===== config.mk =====
export PLATFORM = sky130hd
export DESIGN_NAME = cau_top
export DESIGN_NICKNAME = d
export VERILOG_FILES = /design/src/core/cau_pkg.sv /design/src/core/cau_top.sv
export VERILOG_INCLUDE_DIRS = /design/src /design/src/core
export SDC_FILE = /design/constraint.sdc
export NUM_CORES = 1
export LEC_CHECK = 0
export ABC_CLOCK_PERIOD_IN_PS = 3680
export BUFFER_PORTS_ARGS = -buffer_cell sky130_fd_sc_hd__buf_2
export CAP_MARGIN = 20
export CORE_UTILIZATION = 45
export DETAILED_ROUTE_END_ITERATION = 6
export GPL_TIMING_DRIVEN = 0
export PLACE_DENSITY = 0.64
export SLEW_MARGIN = 0
export SYNTH_ARGS = -nofsm -noshare
export SYNTH_HDL_FRONTEND = slang
export SYNTH_SLANG_ARGS = --single-unit

===== constraint.sdc =====
create_clock -name core_clk_i -period 3.68 [get_ports core_clk_i]
set_input_delay 0.184 -clock core_clk_i [delete_from_list [all_inputs] [get_ports core_clk_i]]
set_output_delay 0.184 -clock core_clk_i [all_outputs]
set_load 0.1 [all_outputs]

===== src/core/cau_map.svh =====
// Register offsets, bit positions, reset values and timing counts
`ifndef CAU_MAP_SVH
`define CAU_MAP_SVH

`define CAU_OFS_CTRL      5'h00
`define CAU_OFS_AMODE     5'h01
`define CAU_OFS_CNT_LO    5'h02
`define CAU_OFS_CNT_HI    5'h03
`define CAU_OFS_MOD0      5'h04
`define CAU_MOD_STRIDE    3
`define CAU_SUB_MODE      0
`define CAU_SUB_LO        1
`define CAU_SUB_HI        2

`define CAU_CTRL_CF       7
`define CAU_CTRL_CR       6

`define CAU_AMODE_IDLE_SUSPEND_BIT    7
`define CAU_AMODE_WATCHDOG_ENABLE_BIT    6
`define CAU_AMODE_WATCHDOG_LOCK_BIT   5
`define CAU_AMODE_CPS_HI  3
`define CAU_AMODE_CPS_LO  1
`define CAU_AMODE_ECF     0

`define CAU_MM_P16        7
`define CAU_MM_ECOM       6
`define CAU_MM_CAPP       5
`define CAU_MM_CAPN       4
`define CAU_MM_MAT        3
`define CAU_MM_TOG        2
`define CAU_MM_PWM        1
`define CAU_MM_ECCF       0

`define CAU_WDT_MODE      8'h48
`define CAU_WDT_MODULE    2
`define CAU_RST_WATCHDOG_ENABLE_BIT      1'b1
`define CAU_RST_CPS       3'h0
`define CAU_RST_BYTE      8'h00

`define CAU_CPS_DIV12     3'h0
`define CAU_CPS_DIV4      3'h1
`define CAU_CPS_T0        3'h2
`define CAU_CPS_ECI       3'h3
`define CAU_CPS_SYS       3'h4
`define CAU_CPS_EXT8      3'h5

`define CAU_DIV12_LAST    4'hB
`define CAU_DIV4_MASK     4'h3

`endif


===== src/core/cau_pkg.sv =====
// Types shared by the counter array unit
package cau_pkg;
    timeunit 1ns;
    timeprecision 1ps;

    typedef struct packed {
        logic [4:0] addr;
        logic [7:0] wdata;
        logic       wr;
        logic       rd;
    } cau_bus_req_t;

    typedef enum logic [2:0] {
        CAU_M_OFF,
        CAU_M_SWT,
        CAU_M_HSO,
        CAU_M_FRQ,
        CAU_M_PW8,
        CAU_M_PW16
    } cau_mode_t;

endpackage


===== src/core/cau_top.sv =====
// Counter array unit: shared counter, compare modules and watchdog
//
// Added by the designer: the placing of the registers and strobed register access.
`include "cau_map.svh"

module cau_top
    import cau_pkg::*;
#(
    parameter int NUM_MOD = 3
)(
    input  wire logic               core_clk_i,
    input  wire logic               rst_n_i,
    input  wire logic [4:0]         addr_i,
    input  wire logic [7:0]         wdata_i,
    input  wire logic               wr_i,
    input  wire logic               rd_i,
    output logic      [7:0]         rdata_o,
    input  wire logic               idle_i,
    input  wire logic               t0_ovf_i,
    input  wire logic               ext_osc_tick_i,
    input  wire logic               eci_pin_i,
    output logic      [NUM_MOD-1:0] module_output_pin_o,
    output logic                    irq_o,
    output logic                    sys_reset_o
);

    timeunit 1ns;
    timeprecision 1ps;

    // Control register has room for six flags beside its two top bits
    if (NUM_MOD < 3 || NUM_MOD > 6)
    begin : g_check
        $error("NUM_MOD must lie between 3 and 6");
    end

    function automatic logic [4:0] mod_addr(input int n, input int k);
        return 5'(32'(`CAU_OFS_MOD0) + `CAU_MOD_STRIDE * n + k);
    endfunction

    // Mode decode shared by every module
    function automatic cau_mode_t mode_of(input logic [7:0] m);
        logic ecom;
        logic mat;
        logic tog;
        logic pwm;
        ecom = m[`CAU_MM_ECOM];
        mat  = m[`CAU_MM_MAT];
        tog  = m[`CAU_MM_TOG];
        pwm  = m[`CAU_MM_PWM];
        if (!ecom)
            return CAU_M_OFF;
        else if (tog && pwm)
            return CAU_M_FRQ;
        else if (pwm)
            return m[`CAU_MM_P16] ? CAU_M_PW16 : CAU_M_PW8;
        else if (mat)
            return tog ? CAU_M_HSO : CAU_M_SWT;
        else
            return CAU_M_OFF;
    endfunction

    logic rst_s1_q;
    logic rst_n;

    always_ff @(posedge core_clk_i or negedge rst_n_i)
    begin
        if (!rst_n_i)
        begin
            rst_s1_q <= 1'b0;
            rst_n    <= 1'b0;
        end
        else
        begin
            rst_s1_q <= 1'b1;
            rst_n    <= rst_s1_q;
        end
    end

    cau_bus_req_t req;
    assign req = '{addr: addr_i, wdata: wdata_i, wr: wr_i, rd: rd_i};

    wire wr_ctrl  = req.wr && req.addr == `CAU_OFS_CTRL;
    wire wr_amode = req.wr && req.addr == `CAU_OFS_AMODE;
    wire wr_cnlo  = req.wr && req.addr == `CAU_OFS_CNT_LO;
    wire wr_cnhi  = req.wr && req.addr == `CAU_OFS_CNT_HI;

    logic        cf_q;
    logic        cr_q;
    logic        idle_suspend_bit_q;
    logic        watchdog_enable_bit_q;
    logic        watchdog_lock_bit_q;
    logic [2:0]  cps_q;
    logic        ecf_q;
    logic [15:0] cnt_q;
    logic [7:0]  snap_q;
    logic [3:0]  pre_q;
    logic [2:0]  eci_q;
    logic [NUM_MOD-1:0] flag_q;
    logic [7:0]  mode_q [NUM_MOD];
    logic [7:0]  lo_q   [NUM_MOD];
    logic [7:0]  hi_q   [NUM_MOD];
    logic [NUM_MOD-1:0] out_q;
    logic [NUM_MOD-1:0] flag_set;
    logic [NUM_MOD-1:0] eccf;
    logic [7:0]  rdata_q;
    logic        sysrst_q;

    wire wdt_en = watchdog_enable_bit_q | watchdog_lock_bit_q;
    // Counter forced on by the watchdog; the run bit keeps its own value
    wire run    = (cr_q | wdt_en) && !(idle_suspend_bit_q && idle_i);

    // ECI sampled twice; edge taken from stages two and three
    always_ff @(posedge core_clk_i or negedge rst_n)
    begin
        if (!rst_n)
            eci_q <= 3'h7;
        else
            eci_q <= {eci_q[1:0], eci_pin_i};
    end
    wire eci_fall = eci_q[2] && !eci_q[1];

    wire pre_last = pre_q == `CAU_DIV12_LAST;
    logic tb_tick;
    always_comb
    begin
        case (cps_q)
            `CAU_CPS_DIV12: tb_tick = pre_last;
            `CAU_CPS_DIV4:  tb_tick = (pre_q & `CAU_DIV4_MASK) == `CAU_DIV4_MASK;
            `CAU_CPS_T0:    tb_tick = t0_ovf_i;
            `CAU_CPS_ECI:   tb_tick = eci_fall;
            `CAU_CPS_SYS:   tb_tick = 1'b1;
            `CAU_CPS_EXT8:  tb_tick = ext_osc_tick_i;
            default:        tb_tick = 1'b0;
        endcase
    end

    wire        tick   = run && tb_tick;
    wire [15:0] cnt_nx = cnt_q + 16'h0001;
    wire        cf_set = tick && cnt_q == 16'hFFFF;
    wire        lo_ovf = tick && cnt_q[7:0] == 8'hFF;

    // Reset fires on low overflow while the watchdog byte matches high
    wire wdt_hit = wdt_en && lo_ovf
                   && hi_q[`CAU_WDT_MODULE] == cnt_q[15:8];
    wire wdt_force = wr_ctrl && wdt_en
                     && wdata_i[`CAU_WDT_MODULE];

    // Prescaler never stops, so the first tick after a restart may come early
    always_ff @(posedge core_clk_i or negedge rst_n)
    begin
        if (!rst_n)
            pre_q <= 4'h0;
        else
            pre_q <= pre_last ? 4'h0 : pre_q + 4'h1;
    end

    always_ff @(posedge core_clk_i or negedge rst_n)
    begin
        if (!rst_n)
        begin
            cnt_q  <= 16'h0000;
            snap_q <= `CAU_RST_BYTE;
        end
        else
        begin
            if (wr_cnlo && !wdt_en)
                cnt_q[7:0] <= wdata_i;
            else if (wr_cnhi && !wdt_en)
                cnt_q[15:8] <= wdata_i;
            else if (tick)
                cnt_q <= cnt_nx;
            // Low-byte read freezes the high byte for a clean 16-bit read
            if (req.rd && req.addr == `CAU_OFS_CNT_LO)
                snap_q <= cnt_q[15:8];
        end
    end

    always_ff @(posedge core_clk_i or negedge rst_n)
    begin
        if (!rst_n)
        begin
            cf_q    <= 1'b0;
            cr_q    <= 1'b0;
            flag_q  <= '0;
            idle_suspend_bit_q  <= 1'b0;
            watchdog_enable_bit_q  <= `CAU_RST_WATCHDOG_ENABLE_BIT;
            watchdog_lock_bit_q <= 1'b0;
            cps_q   <= `CAU_RST_CPS;
            ecf_q   <= 1'b0;
        end
        else
        begin
            // Hardware set beats a software clear in the same cycle
            cf_q   <= cf_set | (wr_ctrl ? wdata_i[`CAU_CTRL_CF] : cf_q);
            flag_q <= flag_set | (wr_ctrl ? wdata_i[NUM_MOD-1:0] : flag_q);
            if (wr_ctrl)
                cr_q <= wdata_i[`CAU_CTRL_CR];
            if (wr_amode)
            begin
                watchdog_enable_bit_q  <= wdata_i[`CAU_AMODE_WATCHDOG_ENABLE_BIT];
                watchdog_lock_bit_q <= watchdog_lock_bit_q | wdata_i[`CAU_AMODE_WATCHDOG_LOCK_BIT];
                ecf_q   <= wdata_i[`CAU_AMODE_ECF];
                if (!wdt_en)
                begin
                    idle_suspend_bit_q <= wdata_i[`CAU_AMODE_IDLE_SUSPEND_BIT];
                    cps_q  <= wdata_i[`CAU_AMODE_CPS_HI:`CAU_AMODE_CPS_LO];
                end
            end
        end
    end

    for (genvar n = 0; n < NUM_MOD; n++)
    begin : g_mod
        // Watchdog pins module two to timer mode, ignoring its mode writes
        wire       wd     = (n == `CAU_WDT_MODULE) && wdt_en;
        wire [7:0] eff    = wd ? `CAU_WDT_MODE : mode_q[n];
        cau_mode_t md;
        assign md = mode_of(eff);
        wire       mat    = eff[`CAU_MM_MAT];
        wire       wr_md  = req.wr && req.addr == mod_addr(n, `CAU_SUB_MODE);
        wire       wr_lo  = req.wr && req.addr == mod_addr(n, `CAU_SUB_LO);
        wire       wr_hi  = req.wr && req.addr == mod_addr(n, `CAU_SUB_HI);
        wire       m16    = cnt_nx == {hi_q[n], lo_q[n]};
        wire       m8     = cnt_nx[7:0] == lo_q[n];
        wire       ovf8   = cnt_nx[7:0] == 8'h00;
        wire       ovf16  = cnt_nx == 16'h0000;
        logic      out_d;
        logic [7:0] lo_d;
        logic [7:0] hi_d;
        logic [7:0] md_d;

        assign eccf[n] = eff[`CAU_MM_ECCF];
        assign flag_set[n] = tick && !wd && (
              ((md == CAU_M_SWT || md == CAU_M_HSO) && m16)
            || (md == CAU_M_PW16 && mat && m16)
            || ((md == CAU_M_FRQ || md == CAU_M_PW8) && mat && m8));

        always_comb
        begin
            out_d = out_q[n];
            if (eff[`CAU_MM_PWM] && !eff[`CAU_MM_ECOM])
                out_d = 1'b0;
            else if (tick)
            begin
                case (md)
                    CAU_M_HSO:  if (m16) out_d = !out_q[n];
                    CAU_M_FRQ:  if (m8) out_d = !out_q[n];
                    // Zero compare byte means full duty: wrap sets, not clears
                    CAU_M_PW8:
                        if (ovf8) out_d = hi_q[n] == 8'h00;
                        else if (m8) out_d = 1'b1;
                    CAU_M_PW16:
                        if (ovf16) out_d = {hi_q[n], lo_q[n]} == 16'h0000;
                        else if (m16) out_d = 1'b1;
                    default: out_d = out_q[n];
                endcase
            end
        end

        always_comb
        begin
            lo_d = lo_q[n];
            // Software write beats the hardware update in one cycle
            if (wr_lo)
                lo_d = wdata_i;
            else if (tick && md == CAU_M_FRQ && m8)
                lo_d = lo_q[n] + hi_q[n];
            else if (tick && md == CAU_M_PW8 && ovf8)
                lo_d = hi_q[n];
        end

        always_comb
        begin
            hi_d = hi_q[n];
            if (wr_hi)
                hi_d = wd ? cnt_q[15:8] + lo_q[n] : wdata_i;
        end

        always_comb
        begin
            md_d = mode_q[n];
            // Low write disarms, high write re-arms: no torn compare value
            if (wr_md && !wd)
                md_d = wdata_i;
            else if (wr_lo && !wd)
                md_d[`CAU_MM_ECOM] = 1'b0;
            else if (wr_hi && !wd)
                md_d[`CAU_MM_ECOM] = 1'b1;
        end

        always_ff @(posedge core_clk_i or negedge rst_n)
        begin
            if (!rst_n)
            begin
                out_q[n]  <= 1'b0;
                lo_q[n]   <= `CAU_RST_BYTE;
                hi_q[n]   <= `CAU_RST_BYTE;
                mode_q[n] <= `CAU_RST_BYTE;
            end
            else
            begin
                out_q[n]  <= out_d;
                lo_q[n]   <= lo_d;
                hi_q[n]   <= hi_d;
                mode_q[n] <= md_d;
            end
        end
    end

    // Read mux; module registers decoded by index
    logic [7:0] rd_mux;
    always_comb
    begin
        rd_mux = 8'h00;
        case (req.addr)
            `CAU_OFS_CTRL:   rd_mux = {cf_q, cr_q, 6'(flag_q)};
            `CAU_OFS_AMODE:  rd_mux = {idle_suspend_bit_q, watchdog_enable_bit_q, watchdog_lock_bit_q, 1'b0, cps_q, ecf_q};
            `CAU_OFS_CNT_LO: rd_mux = cnt_q[7:0];
            `CAU_OFS_CNT_HI: rd_mux = snap_q;
            default:
                for (int n = 0; n < NUM_MOD; n++)
                begin
                    if (req.addr == mod_addr(n, `CAU_SUB_MODE)) rd_mux = mode_q[n];
                    if (req.addr == mod_addr(n, `CAU_SUB_LO))   rd_mux = lo_q[n];
                    if (req.addr == mod_addr(n, `CAU_SUB_HI))   rd_mux = hi_q[n];
                end
        endcase
    end

    always_ff @(posedge core_clk_i or negedge rst_n)
    begin
        if (!rst_n)
        begin
            rdata_q  <= 8'h00;
            sysrst_q <= 1'b0;
        end
        else
        begin
            // Zero outside the answer cycle so stale data never lingers
            rdata_q  <= req.rd ? rd_mux : 8'h00;
            sysrst_q <= wdt_hit | wdt_force;
        end
    end

    // Reset request only; the system reset itself lies outside
    assign rdata_o             = rdata_q;
    assign sys_reset_o         = sysrst_q;
    assign module_output_pin_o = out_q;
    assign irq_o = (cf_q && ecf_q) || |(flag_q & eccf);

endmodule // cau_top


==> results of run 1 <==
==> what timing repair did <==
action / CTS / global route
pin swaps: 0 / 3
resized for setup: 8 / 15
endpoints found under the setup margin: 25 / 26
buffers inserted: 0 / 5
hold buffers: 2 / 0
hold endpoints to repair: 3 / 0
==> critical path, stage by stage (launching register included) <==
cell	delay, ns
sky130_fd_sc_hd__dfrtp_1	0.33
sky130_fd_sc_hd__clkbuf_1	0.33
sky130_fd_sc_hd__clkbuf_2	0.33
sky130_fd_sc_hd__nand3_1	0.23
sky130_fd_sc_hd__or2_2	0.33
sky130_fd_sc_hd__clkbuf_1	0.21
sky130_fd_sc_hd__xor2_1	0.20
sky130_fd_sc_hd__o221ai_1	0.16
sky130_fd_sc_hd__nor4b_2	0.48
sky130_fd_sc_hd__nand4_1	0.31
sky130_fd_sc_hd__a2111oi_0	0.46
sky130_fd_sc_hd__nor3b_1	0.11
==> stage by stage <==
step	TNS [ns]	hold WS, ns
after floorplan	0	-0.112
after global placement	-2.39	-0.0298
after detailed placement	-3.22	-0.0292
after CTS	0	0.0183
after global routing	-0.0460	0.0189
final	0	0.0180
==> registers in the layout, indices dropped and copies added, names as in the netlist, 3 cells and up <==
| register | count |
|---|---|
| snap_q | 8 |
| eci_q | 3 |
| cps_q | 3 |
| lo_q | 24 |
| rdata_o | 8 |
| cnt_q | 16 |
| module_output_pin_o | 3 |
| g_mod.eff | 16 |
| mode_q | 8 |
| flag_q | 3 |
| hi_q | 24 |
| pre_q | 4 |
==> per-layer routing <==
| metal | global-route usage [%] | up-vias |
|---|---|---|
| li1 | - | 4072 |
| met1 | 44.4 | 4416 |
| met2 | 45.4 | 503 |
| met3 | 8.13 | 102 |
| met4 | 12.7 | 2 |
| met5 | 0 | - |
==> layout make-up <==
cell class | count | area, um^2 | share of cell area [%]
plain buffers | 67 | 284 | 2.61
clock buffers | 17 | 425 | 3.90
clock inverters | 15 | 166 | 1.53
inverters | 29 | 109 | 0.999
multi-input cells | 840 | 6060 | 55.6
flip-flops and latches | 129 | 3240 | 29.7
well taps | 275 | 344 | 3.16
repair buffers | 40 | 268 | 2.46
==> placed cells by master (no fill, tap or decap), types with 17 or more instances in the layout <==
master and count:
sky130_fd_sc_hd__nand3_1 33, sky130_fd_sc_hd__nand4_1 18, sky130_fd_sc_hd__nor3_1 21, sky130_fd_sc_hd__nand2b_1 22, sky130_fd_sc_hd__mux2i_1 30, sky130_fd_sc_hd__ha_1 29, sky130_fd_sc_hd__xor2_1 23, sky130_fd_sc_hd__mux2_2 64
sky130_fd_sc_hd__o21ai_0 66, sky130_fd_sc_hd__clkbuf_1 51, sky130_fd_sc_hd__xnor2_1 60, sky130_fd_sc_hd__nor2_1 57, sky130_fd_sc_hd__nand2_1 95, sky130_fd_sc_hd__dfrtp_1 123, sky130_fd_sc_hd__clkbuf_16 17, sky130_fd_sc_hd__nor4_1 18
sky130_fd_sc_hd__a21oi_1 61, sky130_fd_sc_hd__buf_2 32, sky130_fd_sc_hd__inv_1 28
==> power by group <==
| group | switching, W | internal, W | leakage (nW) |
|---|---|---|---|
| clock | 0.000764 | 0.000962 | 0.288 |
| sequential | 0.000481 | 0.00169 | 1.65 |
| combinational | 0.00155 | 0.00108 | 2.70 |
| total | 0.00279 | 0.00373 | 4.64 |
==> path summary, 6_finish.rpt <==
kind	from	endpoint	slack, ns	cells past startpoint
worst min register to register	rst_n$_DFF_PN0_	pre_q[2]$_DFF_PN0_	0.17	0
worst max-delay path	cnt_q[5]$_DFFE_PN0P_	module_output_pin_o[1]$_DFFE_PN0P_	0.05	11
worst min-delay path	wdata_i[7]	mode_q[7]$_DFFE_PN0P_	0.02	2
worst max register to register	cnt_q[5]$_DFFE_PN0P_	module_output_pin_o[1]$_DFFE_PN0P_	0.05	11
max in group asynchronous	rst_n$_DFF_PN0_	cnt_q[1]$_DFFE_PN0P_	2.58	2
min in group asynchronous	rst_n_i	rst_n$_DFF_PN0_	0.05	2
==> kinds of logic (layout without fill, tap and decap cells) <==
group | after synthesis | after routing | synth area share [%]
other | 1 | 1 | 0.0390
XOR/XNOR | 86 | 86 | 8.17
multiplexers | 100 | 100 | 11.9
flip-flops | 129 | 129 | 33.6
adder cells (fa/ha/maj) | 34 | 34 | 4.73
AND/OR/NAND/NOR | 335 | 335 | 17.9
buffers and inverters | 99 | 168 | 4.11
AO/OA/AOI/OAI | 284 | 284 | 19.6
==> impl_metrics.prom, run 1 <==
# TYPE chip_impl_metric gauge
chip_impl_metric{name="detail_route.wirelength.met1",unit="um"} 14500
chip_impl_metric{name="grt_pass1_wl",unit="um"} 50700
chip_impl_metric{name="postSynthCellCount",unit=""} 1068
chip_impl_metric{name="worst_clock_skew",unit="ns"} 0.00778
chip_impl_metric{name="count_of_standard_cell_rows",unit=""} 53
chip_impl_metric{name="synth.ff_latch_count",unit=""} 129
chip_impl_metric{name="fin_area",unit="um^2"} 10900
chip_impl_metric{name="period_share",unit="%"} 98.8
chip_impl_metric{name="peakVddDrop",unit="V"} 0.000565
chip_impl_metric{name="yosysTopAreaCellShare",unit="%"} 32.5
chip_impl_info{name="post_synth_main_area_contributors",value="sky130_fd_sc_hd__dfrtp_1 (33%), sky130_fd_sc_hd__mux2_2 (7.5%), sky130_fd_sc_hd__xnor2_1 (5.5%), sky130_fd_sc_hd__ha_1 (3.9%), sky130_fd_sc_hd__nand2_1 (3.7%)"} 1
chip_impl_metric{name="detailed_place_hpwl",unit="um"} 24500
chip_impl_metric{name="wl_cell",unit="um"} 23.9
chip_impl_metric{name="async_reset_ff_share",unit="%"} 100
chip_impl_metric{name="post_cts_clock_slew_at_the_launch_and_capture_registers_of_the_worst_setup_and_hold_paths",unit="ns"} 0.07
chip_impl_metric{name="avgViaCountPerCell",unit=""} 6.44
chip_impl_info{name="synth_top_cells_by_count",value="sky130_fd_sc_hd__dfrtp_1 (125), sky130_fd_sc_hd__nand2_1 (95), sky130_fd_sc_hd__o21ai_0 (66)"} 1
chip_impl_metric{name="drive_above_1_share",unit="%"} 16.1
chip_impl_metric{name="die_w",unit="um"} 148
chip_impl_metric{name="max_cap_viol_count",unit=""} 0
chip_impl_info{name="cts-root-buf",value="sky130_fd_sc_hd__clkbuf_16"} 1
chip_impl_metric{name="syn-cell-area",unit="um^2"} 9620
chip_impl_metric{name="detail_route.wirelength",unit="um"} 33800
chip_impl_metric{name="dp_slack",unit="ns"} -0.401
chip_impl_info{name="topRoutingLayerUsed",value="met5"} 1
chip_impl_metric{name="cp_data_arrival_time",unit="ns"} 3.94
chip_impl_info{name="run_status",value="completed"} 1
chip_impl_metric{name="worst-path-max-fanout",unit=""} 10
chip_impl_metric{name="htree_num_levels",unit=""} 4
chip_impl_metric{name="syn-num-nets",unit=""} 1123
chip_impl_metric{name="yosys.cell_types.count",unit=""} 80
chip_impl_metric{name="cts_buffer_depth",unit=""} 2
chip_impl_metric{name="maximum_number_of_pins_on_one_net_before_global_route_repair",unit=""} 60
chip_impl_metric{name="drc",unit=""} 0
chip_impl_metric{name="met3_length",unit="um"} 3470
chip_impl_metric{name="finalHoldViolCount",unit=""} 0
chip_impl_info{name="min_path_type",value="input pin to flip-flop"} 1
chip_impl_metric{name="placed_cells_incl_taps",unit=""} 1376
chip_impl_metric{name="gp_congestion",unit=""} 1.00
chip_impl_metric{name="die_area",unit="um^2"} 22000
chip_impl_metric{name="insertedDiodeCount",unit=""} 0
chip_impl_metric{name="slew-limit-headroom",unit="%"} 21.5
chip_impl_metric{name="grt_pass1_vias",unit=""} 8211
chip_impl_info{name="post-synth-top-count-cell",value="sky130_fd_sc_hd__dfrtp_1"} 1
chip_impl_metric{name="routed-via-count",unit=""} 9095
chip_impl_metric{name="power.leakage",unit="nW"} 4.64
chip_impl_info{name="critPathCaptureType",value="flip-flop"} 1
chip_impl_metric{name="ant_nets",unit=""} 0
chip_impl_metric{name="fin_crit",unit="ns"} 3.63
chip_impl_metric{name="layout.cells.non_filler",unit=""} 1412
chip_impl_info{name="critical_path_class",value="flip-flop to flip-flop"} 1
chip_impl_metric{name="first_iter_violations",unit=""} 1207
chip_impl_metric{name="clock_insertion_delay_worst_skew",unit="ns"} 0.44
chip_impl_metric{name="synth-seq-area-share",unit="%"} 33.6
chip_impl_info{name="cts_tree",value="yes"} 1
chip_impl_metric{name="gr-usage-all-layers",unit="%"} 31.4
chip_impl_metric{name="synth_area_per_cell",unit="um^2"} 9.01
chip_impl_metric{name="fin_total_pwr",unit="W"} 0.00652
chip_impl_metric{name="worst_pin_slew",unit="ns"} 1.17
chip_impl_metric{name="yosysWarnings",unit=""} 0
chip_impl_metric{name="cts_num_sinks",unit=""} 129
chip_impl_metric{name="pwr_density_cell",unit="nW/um^2"} 599
chip_impl_metric{name="cp.required",unit="ns"} 3.98
chip_impl_metric{name="slew_violations",unit=""} 0
chip_impl_metric{name="core",unit="um^2"} 21000
chip_impl_metric{name="grt.overflow.total",unit=""} 0
chip_impl_info{name="worstSetupStartpointType",value="flip-flop"} 1
chip_impl_metric{name="nNetsFinal",unit=""} 1179
chip_impl_metric{name="fillers",unit=""} 1931
chip_impl_metric{name="setup_viol_count_final",unit=""} 0
chip_impl_metric{name="layout_setup_ws",unit="ns"} 0.0454
chip_impl_metric{name="fmax",unit="MHz"} 275
chip_impl_metric{name="place.port_buffers",unit=""} 29
chip_impl_metric{name="die_h",unit="um"} 148
chip_impl_metric{name="final_core_util",unit="%"} 51.8
chip_impl_metric{name="starting_utilization_of_the_core_area",unit="%"} 45.8
chip_impl_metric{name="drt_first_pass_iters",unit=""} 7
chip_impl_metric{name="postPlaceCellArea",unit="um^2"} 10200
chip_impl_info{name="yosys.area.top_type",value="sky130_fd_sc_hd__dfrtp_1"} 1
chip_impl_metric{name="grt_antenna_before_repair",unit=""} 1
chip_impl_metric{name="cts_inserted_buffers",unit=""} 17
chip_impl_info{name="dominantRegCellSynth",value="sky130_fd_sc_hd__dfrtp_1"} 1
chip_impl_metric{name="synth_enable_flop_cells",unit=""} 0
chip_impl_metric{name="routed-wl-met2",unit="um"} 14400
chip_impl_metric{name="top_level_ports",unit=""} 34
chip_impl_metric{name="area.growth.synth_to_final",unit="%"} 13.3
Power figures use the tool's default switching activity.
==> run 2: changes to the inputs <==
Settings changed: BUFFER_PORTS_ARGS -buffer_cell sky130_fd_sc_hd__buf_2 to default, DONT_BUFFER_PORTS from default to 1, PLACE_DENSITY 0.64 to 0.63.
==> run 2 against run 1 <==
  * Sequential power increased by 6%
  * Routed wire length rose by 1.6%
  * Register-to-register slack improved by 0.04 ns
  * Die area is the same
  * Sequential share of layout area grew 0.28 points
  * First-iteration DRC count increased by 0.83%
  * Critical path type unchanged
  * Critical endpoint is now module_output_pin_o[0]$_DFFE_PN0P_
  * Largest cell class unchanged
==> impl_metrics.prom, run 2 (synthesized netlist as in run 1, its figures left out) <==
# TYPE chip_impl_metric gauge
chip_impl_info{name="run_status",value="completed"} 1
chip_impl_metric{name="area.growth.synth_to_final",unit="%"} 12.2
chip_impl_metric{name="power.leakage",unit="nW"} 4.53
chip_impl_info{name="critical_path_class",value="flip-flop to flip-flop"} 1
chip_impl_metric{name="peakVddDrop",unit="V"} 0.000426
chip_impl_metric{name="die_h",unit="um"} 148
chip_impl_info{name="mostFrequentLayoutCell",value="sky130_fd_sc_hd__dfrtp_1"} 1
chip_impl_metric{name="fin_crit",unit="ns"} 3.60
chip_impl_metric{name="pwr_density_cell",unit="nW/um^2"} 599
chip_impl_metric{name="insertedDiodeCount",unit=""} 0
chip_impl_metric{name="wl_cell",unit="um"} 24.7
chip_impl_metric{name="slew_violations",unit=""} 0
chip_impl_metric{name="ant_nets",unit=""} 0
chip_impl_metric{name="starting_utilization_of_the_core_area",unit="%"} 45.8
chip_impl_info{name="critPathCaptureType",value="flip-flop"} 1
chip_impl_metric{name="maximum_number_of_pins_on_one_net_before_global_route_repair",unit=""} 58
chip_impl_metric{name="cts_num_sinks",unit=""} 129
chip_impl_metric{name="place.port_buffers",unit=""} 0
chip_impl_info{name="layout_common_cells",value="sky130_fd_sc_hd__dfrtp_1 (123), sky130_fd_sc_hd__nand2_1 (95), sky130_fd_sc_hd__o21ai_0 (65), sky130_fd_sc_hd__mux2_2 (64), sky130_fd_sc_hd__a21oi_1 (61)"} 1
chip_impl_metric{name="clock_insertion_delay_worst_skew",unit="ns"} 0.44
chip_impl_metric{name="avgViaCountPerCell",unit=""} 6.51
chip_impl_metric{name="drive_above_1_share",unit="%"} 13.5
chip_impl_metric{name="drt_first_pass_iters",unit=""} 7
chip_impl_metric{name="grt_antenna_before_repair",unit=""} 1
chip_impl_metric{name="grt_pass1_vias",unit=""} 8480
chip_impl_metric{name="worst_clock_skew",unit="ns"} 0.0122
chip_impl_metric{name="cp.required",unit="ns"} 3.99
chip_impl_metric{name="gr-usage-all-layers",unit="%"} 32.4
chip_impl_metric{name="count_of_standard_cell_rows",unit=""} 53
chip_impl_info{name="worstSetupStartpointType",value="flip-flop"} 1
chip_impl_metric{name="die_area",unit="um^2"} 22000
chip_impl_metric{name="max_cap_viol_count",unit=""} 0
chip_impl_metric{name="detailed_place_hpwl",unit="um"} 24600
chip_impl_metric{name="layout_setup_ws",unit="ns"} 0.0822
chip_impl_metric{name="top_level_ports",unit=""} 34
chip_impl_metric{name="setup_viol_count_final",unit=""} 0
chip_impl_metric{name="htree_num_levels",unit=""} 4
chip_impl_metric{name="cp_data_arrival_time",unit="ns"} 3.91
chip_impl_metric{name="placed_cells_incl_taps",unit=""} 1347
chip_impl_metric{name="cts_buffer_depth",unit=""} 2
chip_impl_metric{name="finalHoldViolCount",unit=""} 0
chip_impl_info{name="min_path_type",value="input pin to flip-flop"} 1
chip_impl_metric{name="final_core_util",unit="%"} 51.4
chip_impl_info{name="top_regs",value="hi_q x24, lo_q x24"} 1
chip_impl_metric{name="cts_inserted_buffers",unit=""} 17
chip_impl_metric{name="die_w",unit="um"} 148
chip_impl_metric{name="slew-limit-headroom",unit="%"} 24.1
chip_impl_metric{name="nNetsFinal",unit=""} 1157
chip_impl_metric{name="post_cts_clock_slew_at_the_launch_and_capture_registers_of_the_worst_setup_and_hold_paths",unit="ns"} 0.06
chip_impl_metric{name="core",unit="um^2"} 21000
chip_impl_metric{name="period_share",unit="%"} 97.8
chip_impl_info{name="cts-root-buf",value="sky130_fd_sc_hd__clkbuf_16"} 1
chip_impl_metric{name="grt_pass1_wl",unit="um"} 52600
chip_impl_metric{name="worst_pin_slew",unit="ns"} 1.14
chip_impl_metric{name="grt.overflow.total",unit=""} 0
chip_impl_info{name="setup_repair_after_global_routing_missed_its_margin",value="true"} 1
chip_impl_metric{name="detail_route.wirelength",unit="um"} 34300
chip_impl_metric{name="first_iter_violations",unit=""} 1217
chip_impl_metric{name="fmax",unit="MHz"} 278
chip_impl_metric{name="drc",unit=""} 0
chip_impl_metric{name="routed-via-count",unit=""} 9050
chip_impl_metric{name="fin_total_pwr",unit="W"} 0.00647
chip_impl_info{name="cts_tree",value="yes"} 1
chip_impl_metric{name="worst-path-max-fanout",unit=""} 9
chip_impl_metric{name="gp_congestion",unit=""} 0.997
chip_impl_metric{name="layout.cells.non_filler",unit=""} 1390
chip_impl_metric{name="dp_slack",unit="ns"} -0.371
[run 2: cell types whose count changed in the layout (fill, tap and decap cells not counted), moves of 2 or more]
| cell | before | now |
|---|---|---|
| sky130_fd_sc_hd__dlygate4sd3_1 | 2 | 12 |
| sky130_fd_sc_hd__inv_6 | 5 | 2 |
| sky130_fd_sc_hd__inv_8 | 3 | 5 |
| sky130_fd_sc_hd__buf_4 | 7 | 3 |
| sky130_fd_sc_hd__buf_2 | 32 | 3 |
[run 2: metal layers]
layer  vias up  global-route usage (%)  routed length, um
met4         0                    16.2               1890
met1      4377                    44.4              14500
met5         -                       0                  0
li1       4029                       -                  -
met3       112                    8.83               3600
met2       532                    46.6              14300
[run 2: where the power goes]
group          internal, W  switching [W]
clock network     0.000916       0.000781
registers          0.00168       0.000610
logic              0.00107        0.00141
total              0.00367        0.00280
[run 2: final cells by class]
cell class	count	area [um^2]
fill	1924	10200
buffer	68	285
timing repair buffer	17	193
sequential	129	3240
tap	275	344
multi-input combinational	840	6050
inverter	29	109
clock buffer	18	439
clock inverter	14	141
[run 2: path summary, 6_finish.rpt]
| check | startpoint | endpoint | slack, ns | cells after the start |
|---|---|---|---|---|
| min reg2reg | rst_n$_DFF_PN0_ | pre_q[0]$_DFF_PN0_ | 0.25 | 0 |
| min | wdata_i[0] | cnt_q[8]$_DFFE_PN0P_ | 0.02 | 2 |
| max | cnt_q[12]$_DFFE_PN0P_ | module_output_pin_o[0]$_DFFE_PN0P_ | 0.08 | 9 |
| max reg2reg | cnt_q[12]$_DFFE_PN0P_ | module_output_pin_o[0]$_DFFE_PN0P_ | 0.08 | 9 |
| max in group asynchronous | rst_n$_DFF_PN0_ | cnt_q[1]$_DFFE_PN0P_ | 2.79 | 1 |
| min in group asynchronous | rst_n$_DFF_PN0_ | pre_q[0]$_DFF_PN0_ | 0.25 | 0 |
[run 2: repair_timing]
item                                    4_1_cts  5_1_grt
hold buffers                                 12        0
endpoints found under the setup margin       21       26
buffers inserted                              0        1
resized for setup                             6       12
hold endpoints to repair                     21        0
pin swaps                                     0        1
[run 2: through the flow]
step | instance area [um^2] | hold WS, ns | TNS (ns)
finish | 10800 | 0.0201 | 0
global route | 10800 | 0.0181 | -0.0406
CTS | 10800 | 0.00642 | 0
detailed placement | 10000 | -0.112 | -2.67
global placement | 9970 | -0.112 | -2.33
floorplan | 9620 | -0.112 | 0
[run 2: worst max-delay path, cell delays in order, from the launching register on]
cell and delay (ns):
sky130_fd_sc_hd__dfrtp_1 0.35, sky130_fd_sc_hd__clkbuf_1 0.46, sky130_fd_sc_hd__nand4_1 0.39, sky130_fd_sc_hd__nor4_4 0.48, sky130_fd_sc_hd__xnor2_1 0.34, sky130_fd_sc_hd__o211ai_1 0.38, sky130_fd_sc_hd__nor2_2 0.35, sky130_fd_sc_hd__a31oi_1 0.15
sky130_fd_sc_hd__a31o_2 0.26, sky130_fd_sc_hd__mux2_1 0.30
==> run 3: changes to the inputs <==
Settings changed: REMOVE_ABC_BUFFERS from default to 1.
==> run 3 against run 2 <==
  * Routed wire length fell by 2.8%
  * Worst setup slack got worse by 0.014 ns
  * Final cell count fell by 3.7%
  * Count of clock-buffer cells in the layout fell by 1
  * Clock power fell by 2%
  * Clock skew barely moved
  * Largest power group is now sequential cells
==> impl_metrics.prom, run 3 (synthesized netlist as in run 1, its figures left out) <==
# TYPE chip_impl_metric gauge
chip_impl_info{name="run_status",value="completed"} 1
chip_impl_metric{name="fin_crit",unit="ns"} 3.61
chip_impl_info{name="cts-root-buf",value="sky130_fd_sc_hd__clkbuf_16"} 1
chip_impl_metric{name="gr-usage-all-layers",unit="%"} 31.2
chip_impl_info{name="mostFrequentLayoutCell",value="sky130_fd_sc_hd__dfrtp_1"} 1
chip_impl_metric{name="cts_num_sinks",unit=""} 129
chip_impl_metric{name="p_sw",unit="W"} 0.00274
chip_impl_metric{name="grt_pass1_vias",unit=""} 8157
chip_impl_metric{name="starting_utilization_of_the_core_area",unit="%"} 45.8
chip_impl_metric{name="grt_pass1_wl",unit="um"} 50700
chip_impl_info{name="topRoutingLayerUsed",value="met4"} 1
chip_impl_metric{name="drc",unit=""} 0
chip_impl_metric{name="final_core_util",unit="%"} 50.8
chip_impl_metric{name="clock_insertion_delay_worst_skew",unit="ns"} 0.44
chip_impl_metric{name="worst_pin_slew",unit="ns"} 1.17
chip_impl_metric{name="grt.overflow.total",unit=""} 0
chip_impl_metric{name="power.share.sequential",unit="%"} 39.6
chip_impl_metric{name="core",unit="um^2"} 21000
chip_impl_metric{name="gp_congestion",unit=""} 0.982
chip_impl_metric{name="maximum_number_of_pins_on_one_net_before_global_route_repair",unit=""} 53
chip_impl_metric{name="fillers",unit=""} 1936
chip_impl_metric{name="hold_worst_slack",unit="ns"} 0.00843
chip_impl_metric{name="area.growth.synth_to_final",unit="%"} 11.1
chip_impl_info{name="top_regs",value="hi_q x24, lo_q x24"} 1
chip_impl_metric{name="wl_cell",unit="um"} 24.9
chip_impl_metric{name="htree_num_levels",unit=""} 4
chip_impl_metric{name="place.port_buffers",unit=""} 0
chip_impl_metric{name="sequential_cell_area_in_the_final_layout",unit="um^2"} 3250
chip_impl_info{name="layout_common_cells",value="sky130_fd_sc_hd__dfrtp_1 (115), sky130_fd_sc_hd__nand2_1 (95), sky130_fd_sc_hd__o21ai_0 (65), sky130_fd_sc_hd__mux2_2 (64), sky130_fd_sc_hd__a21oi_1 (61)"} 1
chip_impl_metric{name="pwr_density_cell",unit="nW/um^2"} 595
chip_impl_metric{name="peakVddDrop",unit="V"} 0.000384
chip_impl_metric{name="slew_violations",unit=""} 0
chip_impl_info{name="setup_repair_after_global_routing_missed_its_margin",value="false"} 1
chip_impl_metric{name="grt_antenna_before_repair",unit=""} 1
chip_impl_metric{name="post_cts_clock_slew_at_the_launch_and_capture_registers_of_the_worst_setup_and_hold_paths",unit="ns"} 0.07
chip_impl_metric{name="period_share",unit="%"} 98.2
chip_impl_metric{name="clkPwrFrac",unit="%"} 26.1
chip_impl_metric{name="worst_clock_skew",unit="ns"} 0.0121
chip_impl_info{name="critical_path_class",value="flip-flop to flip-flop"} 1
chip_impl_metric{name="drt_first_pass_iters",unit=""} 5
chip_impl_metric{name="comb_power_share",unit="%"} 34.3
chip_impl_metric{name="fmax",unit="MHz"} 277
chip_impl_metric{name="die_w",unit="um"} 148
chip_impl_metric{name="switching_share",unit="%"} 43.1
chip_impl_metric{name="power.leakage",unit="nW"} 4.49
chip_impl_metric{name="die_h",unit="um"} 148
chip_impl_metric{name="top_level_ports",unit=""} 34
chip_impl_metric{name="met3_length",unit="um"} 3350
chip_impl_metric{name="slew-limit-headroom",unit="%"} 21.7
chip_impl_metric{name="detailed_place_hpwl",unit="um"} 22700
chip_impl_metric{name="cellInternalPower",unit="W"} 0.00362
chip_impl_info{name="cts_tree",value="yes"} 1
chip_impl_metric{name="worst-path-max-fanout",unit=""} 11
chip_impl_metric{name="routed-wl-met2",unit="um"} 14600
chip_impl_metric{name="nNetsFinal",unit=""} 1103
chip_impl_metric{name="detail_route.wirelength.met1",unit="um"} 14100
chip_impl_metric{name="max_cap_viol_count",unit=""} 0
chip_impl_metric{name="count_of_standard_cell_rows",unit=""} 53
chip_impl_metric{name="cp_data_arrival_time",unit="ns"} 3.91
chip_impl_metric{name="avgViaCountPerCell",unit=""} 6.60
chip_impl_metric{name="routed-via-count",unit=""} 8831
chip_impl_metric{name="cts_buffer_depth",unit=""} 2
chip_impl_metric{name="cts_inserted_buffers",unit=""} 17
chip_impl_info{name="min_path_type",value="input pin to flip-flop"} 1
chip_impl_metric{name="die_area",unit="um^2"} 22000
chip_impl_metric{name="multi_input_area",unit="um^2"} 6090
chip_impl_info{name="worstSetupStartpointType",value="flip-flop"} 1
chip_impl_info{name="critPathCaptureType",value="flip-flop"} 1
chip_impl_metric{name="ant_nets",unit=""} 0
chip_impl_metric{name="finalHoldViolCount",unit=""} 0
chip_impl_metric{name="first_iter_violations",unit=""} 881
chip_impl_metric{name="cp.required",unit="ns"} 3.98
chip_impl_metric{name="setup_viol_count_final",unit=""} 0
chip_impl_metric{name="detail_route.wirelength",unit="um"} 33400
chip_impl_metric{name="drive_above_1_share",unit="%"} 15.4
## run 3: changes by cell type in the layout (fill, tap and decap cells not counted), sizes merged
cell and delta:
diode +2, clkbuf -57, clkinv -2, clkinvlp +1
dlygate4sd3 +2, inv +2
## run 3: repair_timing
action | CTS | global route
buffers inserted | 4 | 2
cloned | 0 | 0
hold endpoints to repair | 101 | 0
pin swaps | 1 | 1
hold buffers | 14 | 0
gates resized for setup | 10 | 12
setup endpoints to repair | 13 | 21
## run 3: cell type report
type / instances / share of cell area (%)
tap: 275 / 3.22
multi-input combinational: 840 / 57.0
inverter: 29 / 1.02
clock inverter: 15 / 1.31
sequential: 129 / 30.4
antenna: 2 / 0.0468
clock buffer: 17 / 3.98
timing repair buffer: 31 / 3.01
## run 3: power by group through the flow
| stage | Clock [W] | Sequential [W] | Combinational [W] |
|---|---|---|---|
| 6_report | 0.00166 | 0.00252 | 0.00218 |
| 5_1_grt | 0.00174 | 0.00254 | 0.00240 |
| 4_1_cts | 0.00167 | 0.00247 | 0.00211 |
| 3_5_place_dp | 0 | 0.00250 | 0.00200 |
| 3_3_place_gp | 0 | 0.00252 | 0.00190 |
| 2_1_floorplan | 0 | 0.00222 | 0.00161 |
## run 3: critical path, stage by stage, from the launching register on
cell                        delay, ns
sky130_fd_sc_hd__dfstp_2         0.56
sky130_fd_sc_hd__or2_2           0.28
sky130_fd_sc_hd__a2bb2oi_1       0.19
sky130_fd_sc_hd__o311ai_0        0.33
sky130_fd_sc_hd__nor2_1          0.61
sky130_fd_sc_hd__buf_6           0.24
sky130_fd_sc_hd__nand3_1         0.44
sky130_fd_sc_hd__mux2_2          0.44
sky130_fd_sc_hd__mux2i_1         0.26
sky130_fd_sc_hd__mux2i_1         0.12
## run 3: metrics by stage
stage	cell area [um^2]	instances	setup TNS, ns	worst slack, ns	power [W]
final	10700	1338	0	0.0678	0.00636
after global routing	10700	1338	0	0.000648	0.00668
after CTS	10600	1331	0	0.0245	0.00625
after detailed placement	9820	1281	-0.690	-0.358	0.00450
after floorplan	9340	998	-21.29	-0.173	0.00383
after global placement	9680	1273	-266.31	-1.88	0.00442
## run 3: routing by layer
layer / up-vias / track usage [%]
met1: 4316 / 43.0
met4: 0 / 13.8
met5: - / 0
met2: 500 / 46.8
li1: 3924 / -
met3: 91 / 6.72
## run 3: worst paths after layout
path	startpoint	endpoint	slack, ns	depth (start not counted)
max in group asynchronous	rst_n$_DFF_PN0_	eci_q[2]$_DFF_PN1_	2.71	1
setup / recovery	watchdog_enable_bit_q$_DFFE_PN1P_	lo_q[22]$_DFFE_PN0P_	0.07	9
setup reg to reg	watchdog_enable_bit_q$_DFFE_PN1P_	lo_q[22]$_DFFE_PN0P_	0.07	9
min in group asynchronous	rst_n$_DFF_PN0_	hi_q[4]$_DFFE_PN0P_	0.30	0
hold / removal	addr_i[0]	flag_q[2]$_DFF_PN0_	0.008	3
hold reg to reg	rst_n$_DFF_PN0_	hi_q[4]$_DFFE_PN0P_	0.30	0
